### src/core/sab_pkg.sv
// Package: constants, types and helpers for the auto-baud serial port core
// Operation
// - Measurement runs only in asynchronous mode, with the break first when wake-on-break is set.
// - A start bit with auto-baud enable set begins the measurement.
// - The baud generator counts time instead of making the bit clock.
// - Setting auto-baud enable clears the divisor, then waits for a start bit.
// - Counting begins at the first rising receive edge after the start bit.
// - Fifth rising edge leaves the period in the divisor, clears enable.
// - The count spans low and high bit times, averaging asymmetry.
// - The divisor counter ticks at one eighth of the counter clock.
// - Low and high divisor bytes form one 16-bit counter only when wide.
// - In 8-bit modes the high byte catches low-byte carry; 00h means none.
// - The normal receiver is held idle during measurement.
// - The receive-complete flag rises at the fifth rising edge.
// - Reading the receive buffer clears the receive-complete flag.
// - With wake-on-break set, measure the character after the break.
// - Counter clock: oscillator divided by 512, 256, 128 or 32.
// - Frames are LSB first: start, eight or nine data bits, stop.
package sab_pkg;
    localparam int SAB_DIV_W = 16;
    localparam logic [7:0] SAB_SYNC_CHAR = 8'h55;
    localparam logic [7:0] SAB_BYTE_RST = 8'h00;
    localparam logic [7:0] SAB_HI_CARRY = 8'h01;
    localparam logic [2:0] SAB_EDGES = 3'h5;
    localparam int SAB_CAL_SHIFT = 3;
    localparam logic [12:0] SAB_PRE_512 = 13'h0200;
    localparam logic [12:0] SAB_PRE_256 = 13'h0100;
    localparam logic [12:0] SAB_PRE_128 = 13'h0080;
    localparam logic [12:0] SAB_PRE_32 = 13'h0020;
    localparam logic [6:0] SAB_TPB_SLOW = 7'h40;
    localparam logic [6:0] SAB_TPB_MID = 7'h10;
    localparam logic [6:0] SAB_TPB_FAST = 7'h04;
    localparam logic [3:0] SAB_BITS_8 = 4'h8;
    localparam logic [3:0] SAB_BITS_9 = 4'h9;
    localparam logic [3:0] SAB_TX_BITS_8 = 4'ha;
    localparam logic [3:0] SAB_TX_BITS_9 = 4'hb;

    typedef enum logic [2:0] {
        SAB_CAL_IDLE = 3'b000,
        SAB_CAL_BRK_LOW = 3'b001,
        SAB_CAL_BRK_END = 3'b010,
        SAB_CAL_START = 3'b011,
        SAB_CAL_EDGE = 3'b100,
        SAB_CAL_COUNT = 3'b101
    } sab_cal_st_t;

    typedef enum logic [1:0] {
        SAB_RX_IDLE = 2'b00,
        SAB_RX_START = 2'b01,
        SAB_RX_DATA = 2'b10,
        SAB_RX_STOP = 2'b11
    } sab_rx_st_t;

    typedef struct packed {
        logic async_mode;
        logic wake_on_break_enable;
        logic wide_divisor_select;
        logic high_speed_rate_select;
        logic nine_bit;
        logic rx_enable;
    } sab_cfg_t;

    // Measurement tick period in oscillator cycles, including the 1/8 rate
    function automatic logic [12:0] sab_cal_period(input logic wide,
                                                   input logic fast);
        logic [12:0] pre;
        unique case ({wide, fast})
            2'b00: pre = SAB_PRE_512;
            2'b01: pre = SAB_PRE_256;
            2'b10: pre = SAB_PRE_128;
            2'b11: pre = SAB_PRE_32;
        endcase
        return pre << SAB_CAL_SHIFT;
    endfunction : sab_cal_period

    // Baud ticks per bit for the normal serial paths
    function automatic logic [6:0] sab_ticks(input logic wide,
                                             input logic fast);
        logic [6:0] t;
        unique case ({wide, fast})
            2'b00: t = SAB_TPB_SLOW;
            2'b01: t = SAB_TPB_MID;
            2'b10: t = SAB_TPB_MID;
            2'b11: t = SAB_TPB_FAST;
        endcase
        return t;
    endfunction : sab_ticks
endpackage : sab_pkg

### src/core/sab_core.sv
// Module: auto-baud measuring serial port with its receiver and transmitter
module sab_core (
    // Clock and reset
    input wire logic clk,
    input wire logic nrst,
    // Configuration
    input wire sab_pkg::sab_cfg_t cfg,
    // Software strobes
    input wire logic autobaud_enable_set,
    input wire logic divisor_write,
    input wire logic [15:0] divisor_wdata,
    input wire logic receive_buffer_read,
    input wire logic tx_load,
    input wire logic [8:0] tx_data,
    // Serial lines
    input wire logic rx_line,
    output logic tx_line,
    // Status
    output logic autobaud_enable,
    output logic [7:0] divisor_low_byte,
    output logic [7:0] divisor_high_byte,
    output logic receive_complete_flag,
    output logic [8:0] receive_buffer,
    output logic framing_error,
    output logic receiver_idle,
    output logic tx_busy
);
    import sab_pkg::*;

    // Measurement group
    sab_cal_st_t cal_st_r, cal_st_nxt;
    logic [2:0] edge_r, edge_nxt;
    logic [12:0] pre_r, pre_nxt;
    logic [7:0] lo_r, lo_nxt, hi_r, hi_nxt;
    logic en_r, en_nxt;
    logic rx_prev_r;
    logic rx_rise, cal_done, cal_busy;
    logic [12:0] cal_period;
    logic [8:0] lo_inc;

    assign rx_rise = rx_line & ~rx_prev_r;
    assign cal_busy = (cal_st_r != SAB_CAL_IDLE);
    assign cal_period = sab_cal_period(cfg.wide_divisor_select,
                                       cfg.high_speed_rate_select);
    assign lo_inc = {1'b0, lo_r} + 9'h001;

    always_comb begin
        cal_st_nxt = cal_st_r;
        edge_nxt = edge_r;
        pre_nxt = pre_r;
        lo_nxt = lo_r;
        hi_nxt = hi_r;
        en_nxt = en_r;
        cal_done = 1'b0;
        // Software writes are ignored while a measurement owns the divisor
        if (divisor_write && !cal_busy) begin
            lo_nxt = divisor_wdata[7:0];
            hi_nxt = divisor_wdata[15:8];
        end
        if (autobaud_enable_set && cfg.async_mode && !en_r) begin
            en_nxt = 1'b1;
            lo_nxt = SAB_BYTE_RST;
            hi_nxt = SAB_BYTE_RST;
            pre_nxt = '0;
            edge_nxt = '0;
            // Break first when wake-on-break is set
            cal_st_nxt = cfg.wake_on_break_enable ? SAB_CAL_BRK_LOW
                                                  : SAB_CAL_START;
        end else if (cal_busy && !cfg.async_mode) begin
            en_nxt = 1'b0;
            cal_st_nxt = SAB_CAL_IDLE;
        end else begin
            unique case (cal_st_r)
                SAB_CAL_IDLE: begin
                end
                SAB_CAL_BRK_LOW: begin
                    if (!rx_line) begin
                        cal_st_nxt = SAB_CAL_BRK_END;
                    end
                end
                SAB_CAL_BRK_END: begin
                    if (rx_rise) begin
                        cal_st_nxt = SAB_CAL_START;
                    end
                end
                SAB_CAL_START: begin
                    if (!rx_line) begin
                        cal_st_nxt = SAB_CAL_EDGE;
                    end
                end
                SAB_CAL_EDGE: begin
                    if (rx_rise) begin
                        edge_nxt = 3'h1;
                        pre_nxt = '0;
                        cal_st_nxt = SAB_CAL_COUNT;
                    end
                end
                SAB_CAL_COUNT: begin
                    // Edges 1 to 5 bracket four low and four high bits
                    if (pre_r == cal_period - 13'h0001) begin
                        pre_nxt = '0;
                        if (cfg.wide_divisor_select) begin
                            {hi_nxt, lo_nxt} = {hi_r, lo_r} + 16'h0001;
                        end else begin
                            lo_nxt = lo_inc[7:0];
                            if (lo_inc[8]) begin
                                hi_nxt = hi_r | SAB_HI_CARRY;
                            end
                        end
                    end else begin
                        pre_nxt = pre_r + 13'h0001;
                    end
                    if (rx_rise) begin
                        edge_nxt = edge_r + 3'h1;
                        if (edge_r == SAB_EDGES - 3'h1) begin
                            en_nxt = 1'b0;
                            cal_done = 1'b1;
                            cal_st_nxt = SAB_CAL_IDLE;
                        end
                    end
                end
                default: cal_st_nxt = SAB_CAL_IDLE;
            endcase
        end
    end

    always_ff @(posedge clk or negedge nrst) begin
        if (!nrst) begin
            cal_st_r <= SAB_CAL_IDLE;
            edge_r <= '0;
            pre_r <= '0;
            lo_r <= SAB_BYTE_RST;
            hi_r <= SAB_BYTE_RST;
            en_r <= 1'b0;
            rx_prev_r <= 1'b1;
        end else begin
            cal_st_r <= cal_st_nxt;
            edge_r <= edge_nxt;
            pre_r <= pre_nxt;
            lo_r <= lo_nxt;
            hi_r <= hi_nxt;
            en_r <= en_nxt;
            rx_prev_r <= rx_line;
        end
    end

    // Baud tick group: stopped while the generator serves as the timer
    logic [15:0] tick_cnt_r, tick_cnt_nxt;
    logic tick_r, tick_nxt;
    logic [15:0] tick_period;

    assign tick_period = cfg.wide_divisor_select ? {hi_r, lo_r}
                                                 : {8'h00, lo_r};

    always_comb begin
        tick_cnt_nxt = tick_cnt_r;
        tick_nxt = 1'b0;
        if (cal_busy || divisor_write) begin
            tick_cnt_nxt = tick_period;
        end else if (tick_cnt_r == 16'h0000) begin
            tick_cnt_nxt = tick_period;
            tick_nxt = 1'b1;
        end else begin
            tick_cnt_nxt = tick_cnt_r - 16'h0001;
        end
    end

    always_ff @(posedge clk or negedge nrst) begin
        if (!nrst) begin
            tick_cnt_r <= '0;
            tick_r <= 1'b0;
        end else begin
            tick_cnt_r <= tick_cnt_nxt;
            tick_r <= tick_nxt;
        end
    end

    logic [6:0] tpb;
    assign tpb = sab_ticks(cfg.wide_divisor_select, cfg.high_speed_rate_select);

    // Receiver group
    sab_rx_st_t rx_st_r, rx_st_nxt;
    logic [6:0] rx_cnt_r, rx_cnt_nxt;
    logic [3:0] rx_bit_r, rx_bit_nxt;
    logic [8:0] rx_sh_r, rx_sh_nxt, rx_buf_r, rx_buf_nxt;
    logic fe_r, fe_nxt, rx_done;
    logic [3:0] rx_bits;

    assign rx_bits = cfg.nine_bit ? SAB_BITS_9 : SAB_BITS_8;

    always_comb begin
        rx_st_nxt = rx_st_r;
        rx_cnt_nxt = rx_cnt_r;
        rx_bit_nxt = rx_bit_r;
        rx_sh_nxt = rx_sh_r;
        rx_buf_nxt = rx_buf_r;
        fe_nxt = fe_r;
        rx_done = 1'b0;
        if (cal_busy || !cfg.rx_enable) begin
            rx_st_nxt = SAB_RX_IDLE;
        end else begin
            unique case (rx_st_r)
                SAB_RX_IDLE: begin
                    if (!rx_line) begin
                        rx_st_nxt = SAB_RX_START;
                        rx_cnt_nxt = '0;
                    end
                end
                SAB_RX_START: begin
                    if (tick_r) begin
                        // Recheck at mid start bit to reject glitches
                        if (rx_cnt_r == (tpb >> 1) - 7'h01) begin
                            rx_cnt_nxt = '0;
                            rx_bit_nxt = '0;
                            rx_st_nxt = rx_line ? SAB_RX_IDLE : SAB_RX_DATA;
                        end else begin
                            rx_cnt_nxt = rx_cnt_r + 7'h01;
                        end
                    end
                end
                SAB_RX_DATA: begin
                    if (tick_r) begin
                        if (rx_cnt_r == tpb - 7'h01) begin
                            rx_cnt_nxt = '0;
                            rx_sh_nxt = {rx_line, rx_sh_r[8:1]};
                            rx_bit_nxt = rx_bit_r + 4'h1;
                            if (rx_bit_r == rx_bits - 4'h1) begin
                                rx_st_nxt = SAB_RX_STOP;
                            end
                        end else begin
                            rx_cnt_nxt = rx_cnt_r + 7'h01;
                        end
                    end
                end
                SAB_RX_STOP: begin
                    if (tick_r) begin
                        if (rx_cnt_r == tpb - 7'h01) begin
                            rx_buf_nxt = cfg.nine_bit ? rx_sh_r
                                                      : {1'b0, rx_sh_r[8:1]};
                            fe_nxt = ~rx_line;
                            rx_done = 1'b1;
                            rx_st_nxt = SAB_RX_IDLE;
                        end else begin
                            rx_cnt_nxt = rx_cnt_r + 7'h01;
                        end
                    end
                end
            endcase
        end
    end

    always_ff @(posedge clk or negedge nrst) begin
        if (!nrst) begin
            rx_st_r <= SAB_RX_IDLE;
            rx_cnt_r <= '0;
            rx_bit_r <= '0;
            rx_sh_r <= '0;
            rx_buf_r <= '0;
            fe_r <= 1'b0;
        end else begin
            rx_st_r <= rx_st_nxt;
            rx_cnt_r <= rx_cnt_nxt;
            rx_bit_r <= rx_bit_nxt;
            rx_sh_r <= rx_sh_nxt;
            rx_buf_r <= rx_buf_nxt;
            fe_r <= fe_nxt;
        end
    end

    // Flag group: a new event wins over a read in the same cycle
    logic flag_r, flag_nxt, idle_r, idle_nxt;

    always_comb begin
        flag_nxt = (flag_r & ~receive_buffer_read) | cal_done | rx_done;
        idle_nxt = (rx_st_nxt == SAB_RX_IDLE);
    end

    always_ff @(posedge clk or negedge nrst) begin
        if (!nrst) begin
            flag_r <= 1'b0;
            idle_r <= 1'b1;
        end else begin
            flag_r <= flag_nxt;
            idle_r <= idle_nxt;
        end
    end

    // Transmitter group; it pauses while the tick is stopped
    logic [10:0] tx_sh_r, tx_sh_nxt;
    logic [3:0] tx_left_r, tx_left_nxt;
    logic [6:0] tx_cnt_r, tx_cnt_nxt;
    logic tx_line_r, tx_line_nxt, tx_busy_r, tx_busy_nxt;

    always_comb begin
        tx_sh_nxt = tx_sh_r;
        tx_left_nxt = tx_left_r;
        tx_cnt_nxt = tx_cnt_r;
        tx_busy_nxt = tx_busy_r;
        tx_line_nxt = tx_line_r;
        if (!tx_busy_r) begin
            tx_line_nxt = 1'b1;
            if (tx_load) begin
                tx_sh_nxt = cfg.nine_bit ? {1'b1, tx_data, 1'b0}
                                         : {2'b11, tx_data[7:0], 1'b0};
                tx_left_nxt = cfg.nine_bit ? SAB_TX_BITS_9 : SAB_TX_BITS_8;
                tx_cnt_nxt = '0;
                tx_busy_nxt = 1'b1;
            end
        end else begin
            tx_line_nxt = tx_sh_r[0];
            if (tick_r) begin
                if (tx_cnt_r == tpb - 7'h01) begin
                    tx_cnt_nxt = '0;
                    tx_sh_nxt = {1'b1, tx_sh_r[10:1]};
                    tx_left_nxt = tx_left_r - 4'h1;
                    if (tx_left_r == 4'h1) begin
                        tx_busy_nxt = 1'b0;
                    end
                end else begin
                    tx_cnt_nxt = tx_cnt_r + 7'h01;
                end
            end
        end
    end

    always_ff @(posedge clk or negedge nrst) begin
        if (!nrst) begin
            tx_sh_r <= '1;
            tx_left_r <= '0;
            tx_cnt_r <= '0;
            tx_line_r <= 1'b1;
            tx_busy_r <= 1'b0;
        end else begin
            tx_sh_r <= tx_sh_nxt;
            tx_left_r <= tx_left_nxt;
            tx_cnt_r <= tx_cnt_nxt;
            tx_line_r <= tx_line_nxt;
            tx_busy_r <= tx_busy_nxt;
        end
    end

    assign tx_line = tx_line_r;
    assign tx_busy = tx_busy_r;
    assign autobaud_enable = en_r;
    assign divisor_low_byte = lo_r;
    assign divisor_high_byte = hi_r;
    assign receive_complete_flag = flag_r;
    assign receive_buffer = rx_buf_r;
    assign framing_error = fe_r;
    assign receiver_idle = idle_r;
endmodule : sab_core

### config.mk
export PLATFORM = sky130hd
export DESIGN_NAME = sab_core
export DESIGN_NICKNAME = d
export VERILOG_FILES = /design/src/core/sab_pkg.sv /design/src/core/sab_core.sv
export SDC_FILE = /design/constraint.sdc
export NUM_CORES = 1
export LEC_CHECK = 0
export BUFFER_PORTS_ARGS = -buffer_cell sky130_fd_sc_hd__buf_2
export CORE_MARGIN = 8
export CORE_UTILIZATION = 64
export DETAILED_ROUTE_END_ITERATION = 12
export HOLD_SLACK_MARGIN = 0.03
export PLACE_DENSITY = 0.91
export REMOVE_ABC_BUFFERS = 1
export SLEW_MARGIN = 30
export SYNTH_ARGS = -nofsm -noshare
export SYNTH_HDL_FRONTEND = slang
export SYNTH_SLANG_ARGS = --single-unit
export TNS_END_PERCENT = 20
### constraint.sdc
create_clock -name clk -period 4.2 [get_ports clk]
set_input_delay 0.21 -clock clk [delete_from_list [all_inputs] [get_ports clk]]
set_output_delay 0.21 -clock clk [all_outputs]
set_load 0.01 [all_outputs]
# Word-level counts from Yosys, hierarchy flattened
# Index checks and enable logic that the tools add are counted.
# totals
in_bits,38
ff_bits,112
elab_cells,215
out_inout_bits,31
# op_classes
reduce_logical,33
addsub,13
n_eq_ne,38
bitwise,8
muxes,100
# op_table
cell,count
8-bit 2-to-1 mux,13
7-bit 2-to-1 mux,11
13-bit 2-to-1 mux,4
16-bit 2-to-1 mux,3
11-bit 2-to-1 mux,4
10-bit case mux with 4 select lines,1
3-bit 2-to-1 mux,12
4-bit 2-to-1 mux,8
7-bit case mux with 4 select lines,1
13-bit case mux with 2 select lines,1
1-bit 2-to-1 mux,24
4-bit inequality test (second input constant),6
2-bit 2-to-1 mux,11
7-bit == test,3
7-bit case mux with 3 select lines,1
2-bit inequality test (second input constant),9
3-bit case mux with 6 select lines,1
16-bit by 1-bit adder with 16-bit output (second input constant),1
16-bit logical NOT,1
16-bit by 1-bit subtractor with 16-bit output (second input constant),1
3-bit nonzero test,5
7-bit by 1-bit adder with 7-bit output (second input constant),2
13-bit by 1-bit adder with 13-bit output (second input constant),1
13-bit == test,1
37 further kinds,67

# Depth between registers and ports, before layout
# Gate-level depths: netlist of the first run.
# depth
depth_word,10
ltp_mapped,9
mapped_depth_nobuf,8

# Worst setup path after synthesis of the first run
# Ideal clock, no wire load.
# synth_timing
path_type,reg2reg
startpoint,register rx_cnt_r[1]
endpoint,register rx_bit_r[2]
period_less_slack_ns,2.182
path_slack_ns,2.018
arrival_ns,2.061
path_stages_with_launch,7
n_path_buf,0
setup_time_ns,0.121
required_ns,4.079
path_cell_list,dfrtp_1 ha_1 or4b_4 a211oi_4 nor2_2 a221o_2 a22o_1
# synth_between
elab_chain_len,3
word_cells_on_any_way,5
classes_between,eq/ne: 4; reduce/logical: 1
# synth_lines
item,line_no,text
from (decl),sab_core.sv:183,"logic [6:0] rx_cnt_r, rx_cnt_nxt;"
from (signal assigned),sab_core.sv:262,rx_cnt_r <= rx_cnt_nxt;
7-bit == test (on tied branches),"sab_core.sv:223, sab_core.sv:212",
2-bit inequality test (no source line),-,
6-bit AND reduction (no source line) *,-,
to (signal assigned),sab_core.sv:263,rx_bit_r <= rx_bit_nxt;
to (decl),sab_core.sv:184,"logic [3:0] rx_bit_r, rx_bit_nxt;"
# Mark *: on every way between the ends. The rest lies on a longest branch, timed or not.
# A chain may end at the register's enable or synchronous reset.

# Worst setup path in the final report of the first run
# layout_timing
startpoint,register rx_cnt_r[1]
endpoint,"register rx_buf_r[2], in the netlist receive_buffer[2]"
# layout_between
elab_chain_len,2
# layout_lines
item,line_no,text
7-bit == test,sab_core.sv:237,if (rx_cnt_r == tpb - 7'h01) begin
4-bit AND reduction (no source line),-,
to (signal assigned),sab_core.sv:265,rx_buf_r <= rx_buf_nxt;
to (decl),sab_core.sv:185,"logic [8:0] rx_sh_r, rx_sh_nxt, rx_buf_r, rx_buf_nxt;"
# Every way passes these cells.

==> results of run 1 <==
[where the power goes]
group          leakage, nW  internal [mW]  total [mW]  switching [mW]
Sequential            1.44           1.28        1.60           0.319
Combinational         1.57          0.419        1.04           0.619
Clock                0.116          0.360       0.729           0.369
[registers in the layout, summed over array words and instances (netlist names), 4 cells and up]
| signal | count |
|---|---|
| rx_cnt_r | 7 |
| pre_r | 13 |
| divisor_low_byte | 8 |
| rx_bit_r | 4 |
| tick_cnt_r | 16 |
| tx_left_r | 4 |
| tx_cnt_r | 7 |
| tx_sh_r | 10 |
| receive_buffer | 9 |
| divisor_high_byte | 8 |
| rx_sh_r | 9 |
[routing by layer]
layer	vias to the layer above	routed length (microns)
li1	2678	-
met1	2822	6686
met2	248	7882
met3	31	1068
met4	0	268
met5	-	0
[stage by stage]
step	power (mW)	std cells	worst slack (ns)	util	area (sq um)
floorplan	2.220	681	1.853	-	6220
global placement	2.548	885	1.644	0.6907	6751
detailed placement	2.621	885	1.459	0.6918	6761
CTS	3.354	903	1.454	0.7174	7012
global route	3.573	903	1.121	0.7180	7018
finish	3.365	903	1.394	0.7180	7018
[cells in the mapped netlist (all sizes together) (10+ instances only)]
cell    instances  area share
mux2i          10       0.016
o211ai         10       0.012
xnor2          20       0.027
inv            28       0.016
clkbuf         21       0.012
ha             15       0.029
nand4          11       0.013
dfstp          13       0.053
and3           11       0.011
nand3          28       0.022
nor2           67       0.040
nand2          87       0.051
o21ai          66       0.051
a21oi          34       0.026
nor3           24       0.019
nor4           19       0.023
o22ai          13       0.013
dfrtp          98        0.38
a31oi          16       0.016
buf            18       0.020
mux2           11       0.019
[logic make-up after synthesis]
logic type               after synthesis  synth area share
AND/OR/NAND/NOR                      297            0.2365
AO/OA/AOI/OAI                        181            0.1779
flip-flops                           111            0.4347
buffers and inverters                 67           0.04867
XOR/XNOR                              28           0.03816
multiplexers                          21           0.03485
adder cells (fa/ha/maj)               15           0.02920
[path summary, 6_finish.rpt]
| kind | start | to | slack (ns) |
|---|---|---|---|
| hold / removal | tx_data[4] | tx_sh_r[5] | 0.08 |
| min in group asynchronous | nrst | divisor_high_byte[6] | 0.45 |
| max in group asynchronous | nrst | tx_sh_r[2] | 2.82 |
| setup / recovery | rx_cnt_r[1] | receive_buffer[2] | 1.39 |
| setup reg to reg | rx_cnt_r[1] | receive_buffer[2] | 1.39 |
| hold reg to reg | tx_sh_r[0] | tx_sh_r[0] | 0.48 |
[layout make-up]
type                    count  area [sq um]  area share
clock buffers              11         141.4     0.02015
repair buffers             73         389.1     0.05545
clock inverters             5         88.84     0.01266
well taps                 133         166.4     0.02371
inverters                  28         105.1     0.01498
flip-flops and latches    111          2794      0.3981
multi-input cells         542          3333      0.4750
[worst max-delay path: cells and delay by family, from the launching register on]
kind / cells / cell delay (ns)
simple gates: 4 / 1.61
flops: 1 / 0.43
compound gates: 2 / 0.39
fa+ha+maj: 1 / 0.24
==> metrics.txt, run 1 <==
Mapped Area 6427 sq um; root buffer cell clkbuf_8; clock latency at the later pin of the worst-skew pair 0.38 ns; I/O Pins 69; depth of the most critical reg-to-reg path 7; M3 GR Usage 0.05016; filler instances 709; CP Cell Sequence ha_1, or4b_4, a211oi_4, or2_2, nand4_1, nand2_1, o21ai_0; share of the cycle needed by the critical path after routing 0.6682; Die ar. 13,510 sq um; Pins Over Slew Limit 0; crit-path max cell delay 0.60 ns; PD cells 479.5 nW/um^2; Worst-Margin Slew 0.8755 ns; EDFF count, synth 0; Post-CTS Resized 0; Die W 116.2 microns; placer congestion estimate 0.9145; Placeable Area 9774 sq um; CTS sink cnt 111; final WL 15.91 mm; via count 5,779; DR vias/cell 6.400; Synth cell types 71; Max IR drop VDD 0.0003164 V; Tmin final 2.806 ns; CTS H-tree lvls 3; ys async rst share 1.000; critical path required time 4.44 ns; WL/cell 17.61 microns; Reg clk slew, reported paths 0.11 ns; Fin. Hold Viols 0; largest net degree at the start of global routing 84; cell count after synthesis 720; critical path class reg2reg; Worst setup SP type register; layer with the highest usage met2; Hold Buf Count CTS 2; DIE HEIGHT 116.2 microns; dpl hpwl 11.30 mm; met1 GRT Util 0.3163; FP Rows 36; Crit Path Max Fanout 21; static leakage 3.131 nW; Max Cap Viol 0; syn_area_per_cell 8.927 sq um; Yosys reg bits 111; slowest CP cell nand4_1; Post-CTS Setup Inserts 0; initial antenna violation count 0; Starting Density 0.6576; Hold Path Class in2reg; met2 Use GR 0.4139; GRT Total Usage 0.2483; WP data arrival 3.05 ns; most common cell after layout, fill and taps aside dfrtp_1; most common flop cell mapped by yosys dfrtp_1; CTS tree yes; number of global-route vias before repair 5,620; most frequent cells in the layout dfrtp_1 (98), nand2_1 (87), buf_2 (67); maximum clock path buffer count 2; hold path cells 3; ant diodes 0; Inserted Clock Buffers 9; setup TNS 0 ns; status complete, no violations; Worst Hold Margin 0.07879 ns; DRC viols 0; post-synthesis sequential area ratio 0.4347; nets@finish 818; # setup viols final 0; layout overhead on the synthesized area 9.188%; First-pass DRT Iterations 5; clock skew 0.007783 ns; Yosys Warn Count 0; RSZ-0062 raised after global routing false; top achievable clock speed 0.3563 GHz; Rel. slew slack 0.4163; Final ANT Viol Nets 0; initial DRC count 858; port bufs 68; crit path capture type register; first-pass GRT wire length 27.14 mm; gr ovfl total 0; share of cells above drive strength 1 0.1688
No activity file was read; power rests on OpenSTA's default activity.
==> run 2, diff against run 1 <==
--- a/config.mk
+++ b/config.mk
@@ -5,12 +5,13 @@
 export SDC_FILE = /design/constraint.sdc
 export NUM_CORES = 1
 export LEC_CHECK = 0
+export ABC_AREA = 1
 export BUFFER_PORTS_ARGS = -buffer_cell sky130_fd_sc_hd__buf_2
 export CORE_MARGIN = 8
-export CORE_UTILIZATION = 64
+export CORE_UTILIZATION = 59
 export DETAILED_ROUTE_END_ITERATION = 12
 export HOLD_SLACK_MARGIN = 0.03
-export PLACE_DENSITY = 0.91
+export PLACE_DENSITY = 0.85
 export REMOVE_ABC_BUFFERS = 1
 export SLEW_MARGIN = 30
 export SYNTH_ARGS = -nofsm -noshare
==> constraint.sdc (replaced) <==
create_clock -name clk -period 2.9 [get_ports clk]
set_input_delay 0.145 -clock clk [delete_from_list [all_inputs] [get_ports clk]]
set_output_delay 0.145 -clock clk [all_outputs]
set_load 0.01 [all_outputs]
==> metrics.txt, run 2 <==
sequential power share 0.435; Worst setup SP type register; PD cells 696.6 nW/um^2; via count 5,703; critical path required time 3.13 ns; filler instances 892; Yosys Warn Count 0; R2R Path Start cal_st_r[0]; max reg flops 16; FP Rows 38; most frequent cell after synthesis nand2_1; nets@finish 948; slowest CP cell nand3_1; Die ar. 14,380 sq um; WP data arrival 2.36 ns; CTS H-tree lvls 3; fin util 0.6733; hold path cells 3; Rel. slew slack 0.4907; port bufs 68; gr ovfl total 0; clock skew 0.02048 ns; DR vias/cell 5.484; cell count after synthesis 815; critical path class reg2reg; Placeable Area 10,700 sq um; initial DRC count 501; # setup viols final 0; Worst-Margin Slew 0.7639 ns; placer congestion estimate 0.8862; Finished Layout Cells 1,040; root buffer cell clkbuf_8; synth top area cells dfrtp_1 (38%), nand2_1 (10%), o21ai_0 (6.0%); final WL 14.68 mm; most frequent cells in the layout nand2_1 (175), dfrtp_1 (98), inv_1 (96); depth of the most critical reg-to-reg path 8; Largest Register tick_cnt_r; Synth cell types 49; share of cells above drive strength 1 0.1578; biggest regs tick_cnt_r (16), pre_r (13), tx_sh_r (10); first-pass GRT wire length 24.70 mm; internal power 2.981 mW; Clock Power Share 0.196; Crit Path Max Fanout 21; area leader, netlist dfrtp_1; Sw Share 0.4058; Mapped Area 6370 sq um; CTS sink cnt 111; First-pass DRT Iterations 6; Post-synth top cells nand2_1 (175), dfrtp_1 (98), inv_1 (96), o21ai_0 (76), nor2_1 (75); Post-CTS Resized 0; maximum clock path buffer count 2; placed instance count 1,010; GRT Total Usage 0.2061; ys async rst share 1.000; Final ANT Viol Nets 0; Inserted Clock Buffers 9; layout overhead on the synthesized area 13.08%; hold_sp divisor_wdata[2]; most common flop cell mapped by yosys dfrtp_1; Reg clk slew, reported paths 0.12 ns; Pins Over Slew Limit 0; Top cell by count, worst path nand2_1; setup TNS 0 ns; Reg2Reg Setup Slack 0.77 ns; most common cell after layout, fill and taps aside nand2_1; Die W 119.9 microns; Reg2Reg Capture Point receive_buffer[8]; Starting Density 0.5954; I/O Pins 69; CP Cell Sequence inv_1, nand2_2, nor2_4, nand2_1, nor2_1, nand3_1, nand2_1, o21ai_0; Max IR drop VDD 0.0004278 V; largest net degree at the start of global routing 62; crit path capture type register; crit-path max cell delay 0.53 ns; initial antenna violation count 1; DRC viols 0; combinational share of power 0.368; status complete, no violations; ant diodes 0; EDFF count, synth 0; top achievable clock speed 0.4704 GHz; post-synth top area share 0.3850; syn_area_per_cell 7.816 sq um; WL/cell 14.12 microns; DIE HEIGHT 119.9 microns; CTS tree yes; Tmin final 2.126 ns; WHS Endpoint divisor_low_byte[2]; number of global-route vias before repair 5,497; share of the cycle needed by the critical path after routing 0.7331; RSZ-0062 raised after global routing false; Hold Path Class in2reg; static leakage 3.464 nW; Max Cap Viol 0; switching power 2.037 mW; Fin. Hold Viols 0; post-synthesis sequential area ratio 0.4386; dpl hpwl 10.75 mm; clock latency at the later pin of the worst-skew pair 0.39 ns; post-layout power 5.018 mW; Yosys reg bits 111
[run 2: changes by cell type after synthesis, moves of 13 or more]
cell and change:
nor4_1 -13, o21ai_0 +17, xnor2_1 -16, nand3_1 +31, inv_1 +68, nand2_1 +88
xor2_1 +16, clkbuf_1 -13
[run 2: per-stage QoR]
| step | hold slack (ns) | area, sq um | worst slack (ns) |
|---|---|---|---|
| after floorplan | -0.1506 | 6294 | 1.131 |
| after global placement | 0.2709 | 6847 | 0.8433 |
| after detailed placement | 0.2737 | 6847 | 0.7953 |
| after CTS | 0.05613 | 7203 | 0.7730 |
| after global routing | 0.07992 | 7203 | 0.5119 |
| final | 0.05792 | 7203 | 0.7740 |
[run 2: worst max-delay path by stage]
stage,startpoint,to,slack [ns],depth (start not counted)
3_5_place_dp,cal_st_r[0],receive_buffer[4],0.80,7
6_report,cal_st_r[0],receive_buffer[8],0.77,8
4_1_cts,cal_st_r[0],receive_buffer[8],0.77,8
2_1_floorplan,pre_r[0],divisor_high_byte[4],1.13,12
5_1_grt,rx_cnt_r[0],receive_buffer[2],0.51,9
3_3_place_gp,cfg[3],receive_buffer[2],0.84,9
[run 2: cell type report]
class,count,area (sq um),area share
Clock buffer,11,173.9,0.02414
Clock inverter,5,42.54,0.005906
Sequential cell,111,2794,0.3879
Tap cell,140,175.2,0.02432
Multi-Input combinational cell,581,3098,0.4301
Inverter,107,401.6,0.05576
Timing Repair Buffer,85,518.0,0.07191
[run 2: metal layers]
layer / wire length, microns / share of wire / global-route usage
met1: 6436 / 0.44 / 0.2561
met2: 7044 / 0.48 / 0.3419
met3: 804 / 0.055 / 0.05355
met4: 384 / 0.026 / 0.07104
met5: 13 / 0.00089 / 0
[run 2: kinds of logic after synthesis]
family | count (synthesis) | share of synthesized area
AO/OA/AOI/OAI | 169 | 0.1507
adder cells (fa/ha/maj) | 15 | 0.02946
multiplexers | 4 | 0.006286
XOR/XNOR | 28 | 0.03850
AND/OR/NAND/NOR | 365 | 0.2614
buffers and inverters | 123 | 0.07503
flip-flops | 111 | 0.4386
[run 2: worst max-delay path: cells and delay by family, from the launching register on]
family	cells	cell delay, ns
flip-flops	1	0.40
buffers and inverters	1	0.16
AO/OA/AOI/OAI	1	0.10
AND/OR/NAND/NOR	6	1.32
[run 2: power groups by stage]
stage / combinational [mW] / clock [mW] / sequential [mW]
2_1_floorplan: 1.28 / 0 / 2.18
3_3_place_gp: 1.77 / 0 / 2.20
3_5_place_dp: 1.82 / 0 / 2.20
4_1_cts: 1.84 / 1.01 / 2.18
5_1_grt: 2.11 / 1.06 / 2.23
6_report: 1.85 / 0.985 / 2.18
[run 2: repair_timing]
item	4_1_cts	5_1_grt
hold endpoints to repair	63	0
buffers inserted	0	0
hold buffers	14	0
endpoints found under the setup margin	0	0
==> run 3, diff against run 2 <==
==> constraint.sdc (replaced) <==
create_clock -name clk -period 2.2 [get_ports clk]
set_input_delay 0.11 -clock clk [delete_from_list [all_inputs] [get_ports clk]]
set_output_delay 0.11 -clock clk [all_outputs]
set_load 0.01 [all_outputs]
==> metrics.txt, run 3 (same netlist as run 2, synthesis figures left out) <==
status complete, no violations; via count 5,751; maximum clock path buffer count 2; hold path cells 4; most frequent cells in the layout nand2_1 (175), dfrtp_1 (98), inv_1 (96); initial DRC count 433; max reg flops 16; Tmin final 1.989 ns; layout overhead on the synthesized area 14.89%; top achievable clock speed 0.5028 GHz; Worst setup SP type register; Max Cap Viol 0; nets@finish 963; Reg clk slew, reported paths 0.10 ns; # setup viols final 0; CP top delay family simple AND/OR/NAND/NOR gates; most common cell after layout, fill and taps aside nand2_1; port bufs 68; WP data arrival 2.24 ns; depth of the most critical reg-to-reg path 8; FP Rows 38; RSZ-0062 raised after global routing false; CTS tree yes; critical path required time 2.45 ns; Final ANT Viol Nets 0; Inserted Clock Buffers 9; Placeable Area 10,700 sq um; Max IR drop VDD 0.0006580 V; critical path class reg2reg; DIE HEIGHT 119.9 microns; Pins Over Slew Limit 0; Die W 119.9 microns; crit-path max cell delay 0.44 ns; First-pass DRT Iterations 7; Reg2Reg Capture Point divisor_high_byte[4]; PD cells 907.2 nW/um^2; I/O Pins 69; GRT Total Usage 0.2111; share of the cycle needed by the critical path after routing 0.9041; CTS H-tree lvls 3; root buffer cell clkbuf_8; clock latency at the later pin of the worst-skew pair 0.39 ns; clock skew 0.01738 ns; Hold Path Class in2reg; Die ar. 14,380 sq um; final WL 14.93 mm; hold_sp cfg[4]; ant diodes 0; Crit Path Max Fanout 7; Starting Density 0.5954; Top cell by count, worst path nand3_1; setup TNS 0 ns; CTS sink cnt 111; Largest Register tick_cnt_r; biggest regs tick_cnt_r (16), pre_r (13), tx_sh_r (10); initial antenna violation count 1; WHS Endpoint cal_st_r[1]; R2R Path Start divisor_low_byte[1]; final setup margin 0.2110 ns; share of cells above drive strength 1 0.1716; slowest CP cell dfrtp_1; Worst-Margin Slew 0.5861 ns; number of global-route vias before repair 5,619; gr ovfl total 0; dpl hpwl 11.17 mm; Fin. Hold Viols 0; largest net degree at the start of global routing 46; Rel. slew slack 0.6093; CP Cell Sequence ha_1, nand3_1, nor3_2, nand4_1, inv_1, a31oi_2, nand3_1, o21ai_0; placer congestion estimate 0.9067; crit path capture type register; DR vias/cell 5.451; Worst Path Buf+Inv 1; worst slack, placed 0.1417 ns; static leakage 3.534 nW; DRC viols 0; first-pass GRT wire length 25.24 mm; WL/cell 14.15 microns; CP Launch Point divisor_low_byte[1]; Reg2Reg Setup Slack 0.21 ns
[run 3: cell types whose count changed in the layout (fill, tap and decap cells not counted), sizes merged]
| cell | delta |
|---|---|
| clkinv | -1 |
| clkbuf | -1 |
| dlygate4sd3 | +2 |
| bufinv | +1 |
| clkinvlp | -1 |
| inv | +2 |
| buf | +13 |
[run 3: worst max-delay path by stage]
stage / endpoint / slack (ns) / cells past startpoint
floorplan: divisor_high_byte[4] / 0.43 / 12
global placement: divisor_high_byte[4] / 0.28 / 12
detailed placement: divisor_high_byte[4] / 0.14 / 10
CTS: divisor_high_byte[4] / 0.11 / 12
global route: rx_cnt_r[1] / 0.03 / 9
finish: divisor_high_byte[4] / 0.21 / 8
[run 3: through the flow]
step	util	hold slack, ns	total power, mW	instance area [sq um]	std cells
floorplan	-	-0.1856	4.563	6294	799
global placement	0.6463	0.1459	5.268	6914	1019
detailed placement	0.6463	0.1528	5.346	6914	1019
CTS	0.6801	0.03194	6.657	7276	1051
global route	0.6841	0.04401	7.123	7318	1055
finish	0.6841	0.04440	6.639	7318	1055
[run 3: layout make-up]
type / instances / area (sq um)
Fill cell: 888 / 3379
Multi-Input combinational cell: 581 / 3110
Sequential cell: 111 / 2794
Timing Repair Buffer: 100 / 635.6
Inverter: 107 / 401.6
Tap cell: 140 / 175.2
Clock buffer: 10 / 127.6
Clock inverter: 6 / 73.82
[run 3: power by group]
group,switching [mW],internal [mW]
sequential,0.407,2.47
combinational,1.56,0.931
clock,0.726,0.546
total,2.69,3.95
[run 3: what timing repair did]
item	in CTS	in global routing
gates resized for setup	0	3
setup buffers	0	4
hold endpoints to repair	55	0
hold buffers	16	0
setup endpoints to repair	0	8
[run 3: worst register-to-register path, stage by stage (launching register included)]
cell and delay [ns]:
dfrtp_1 0.44, ha_1 0.21, nand3_1 0.13, nor3_2 0.32, nand4_1 0.22, inv_1 0.15, a31oi_2 0.19, nand3_1 0.11
o21ai_0 0.10
[run 3: per-layer routing]
layer  track usage  part of all wire  up-vias
met5             0           0.00080        -
met2        0.3633              0.50      140
met3       0.04697             0.053       20
li1              -                 -     2876
met1        0.2565              0.44     2713
met4       0.07182             0.016        2
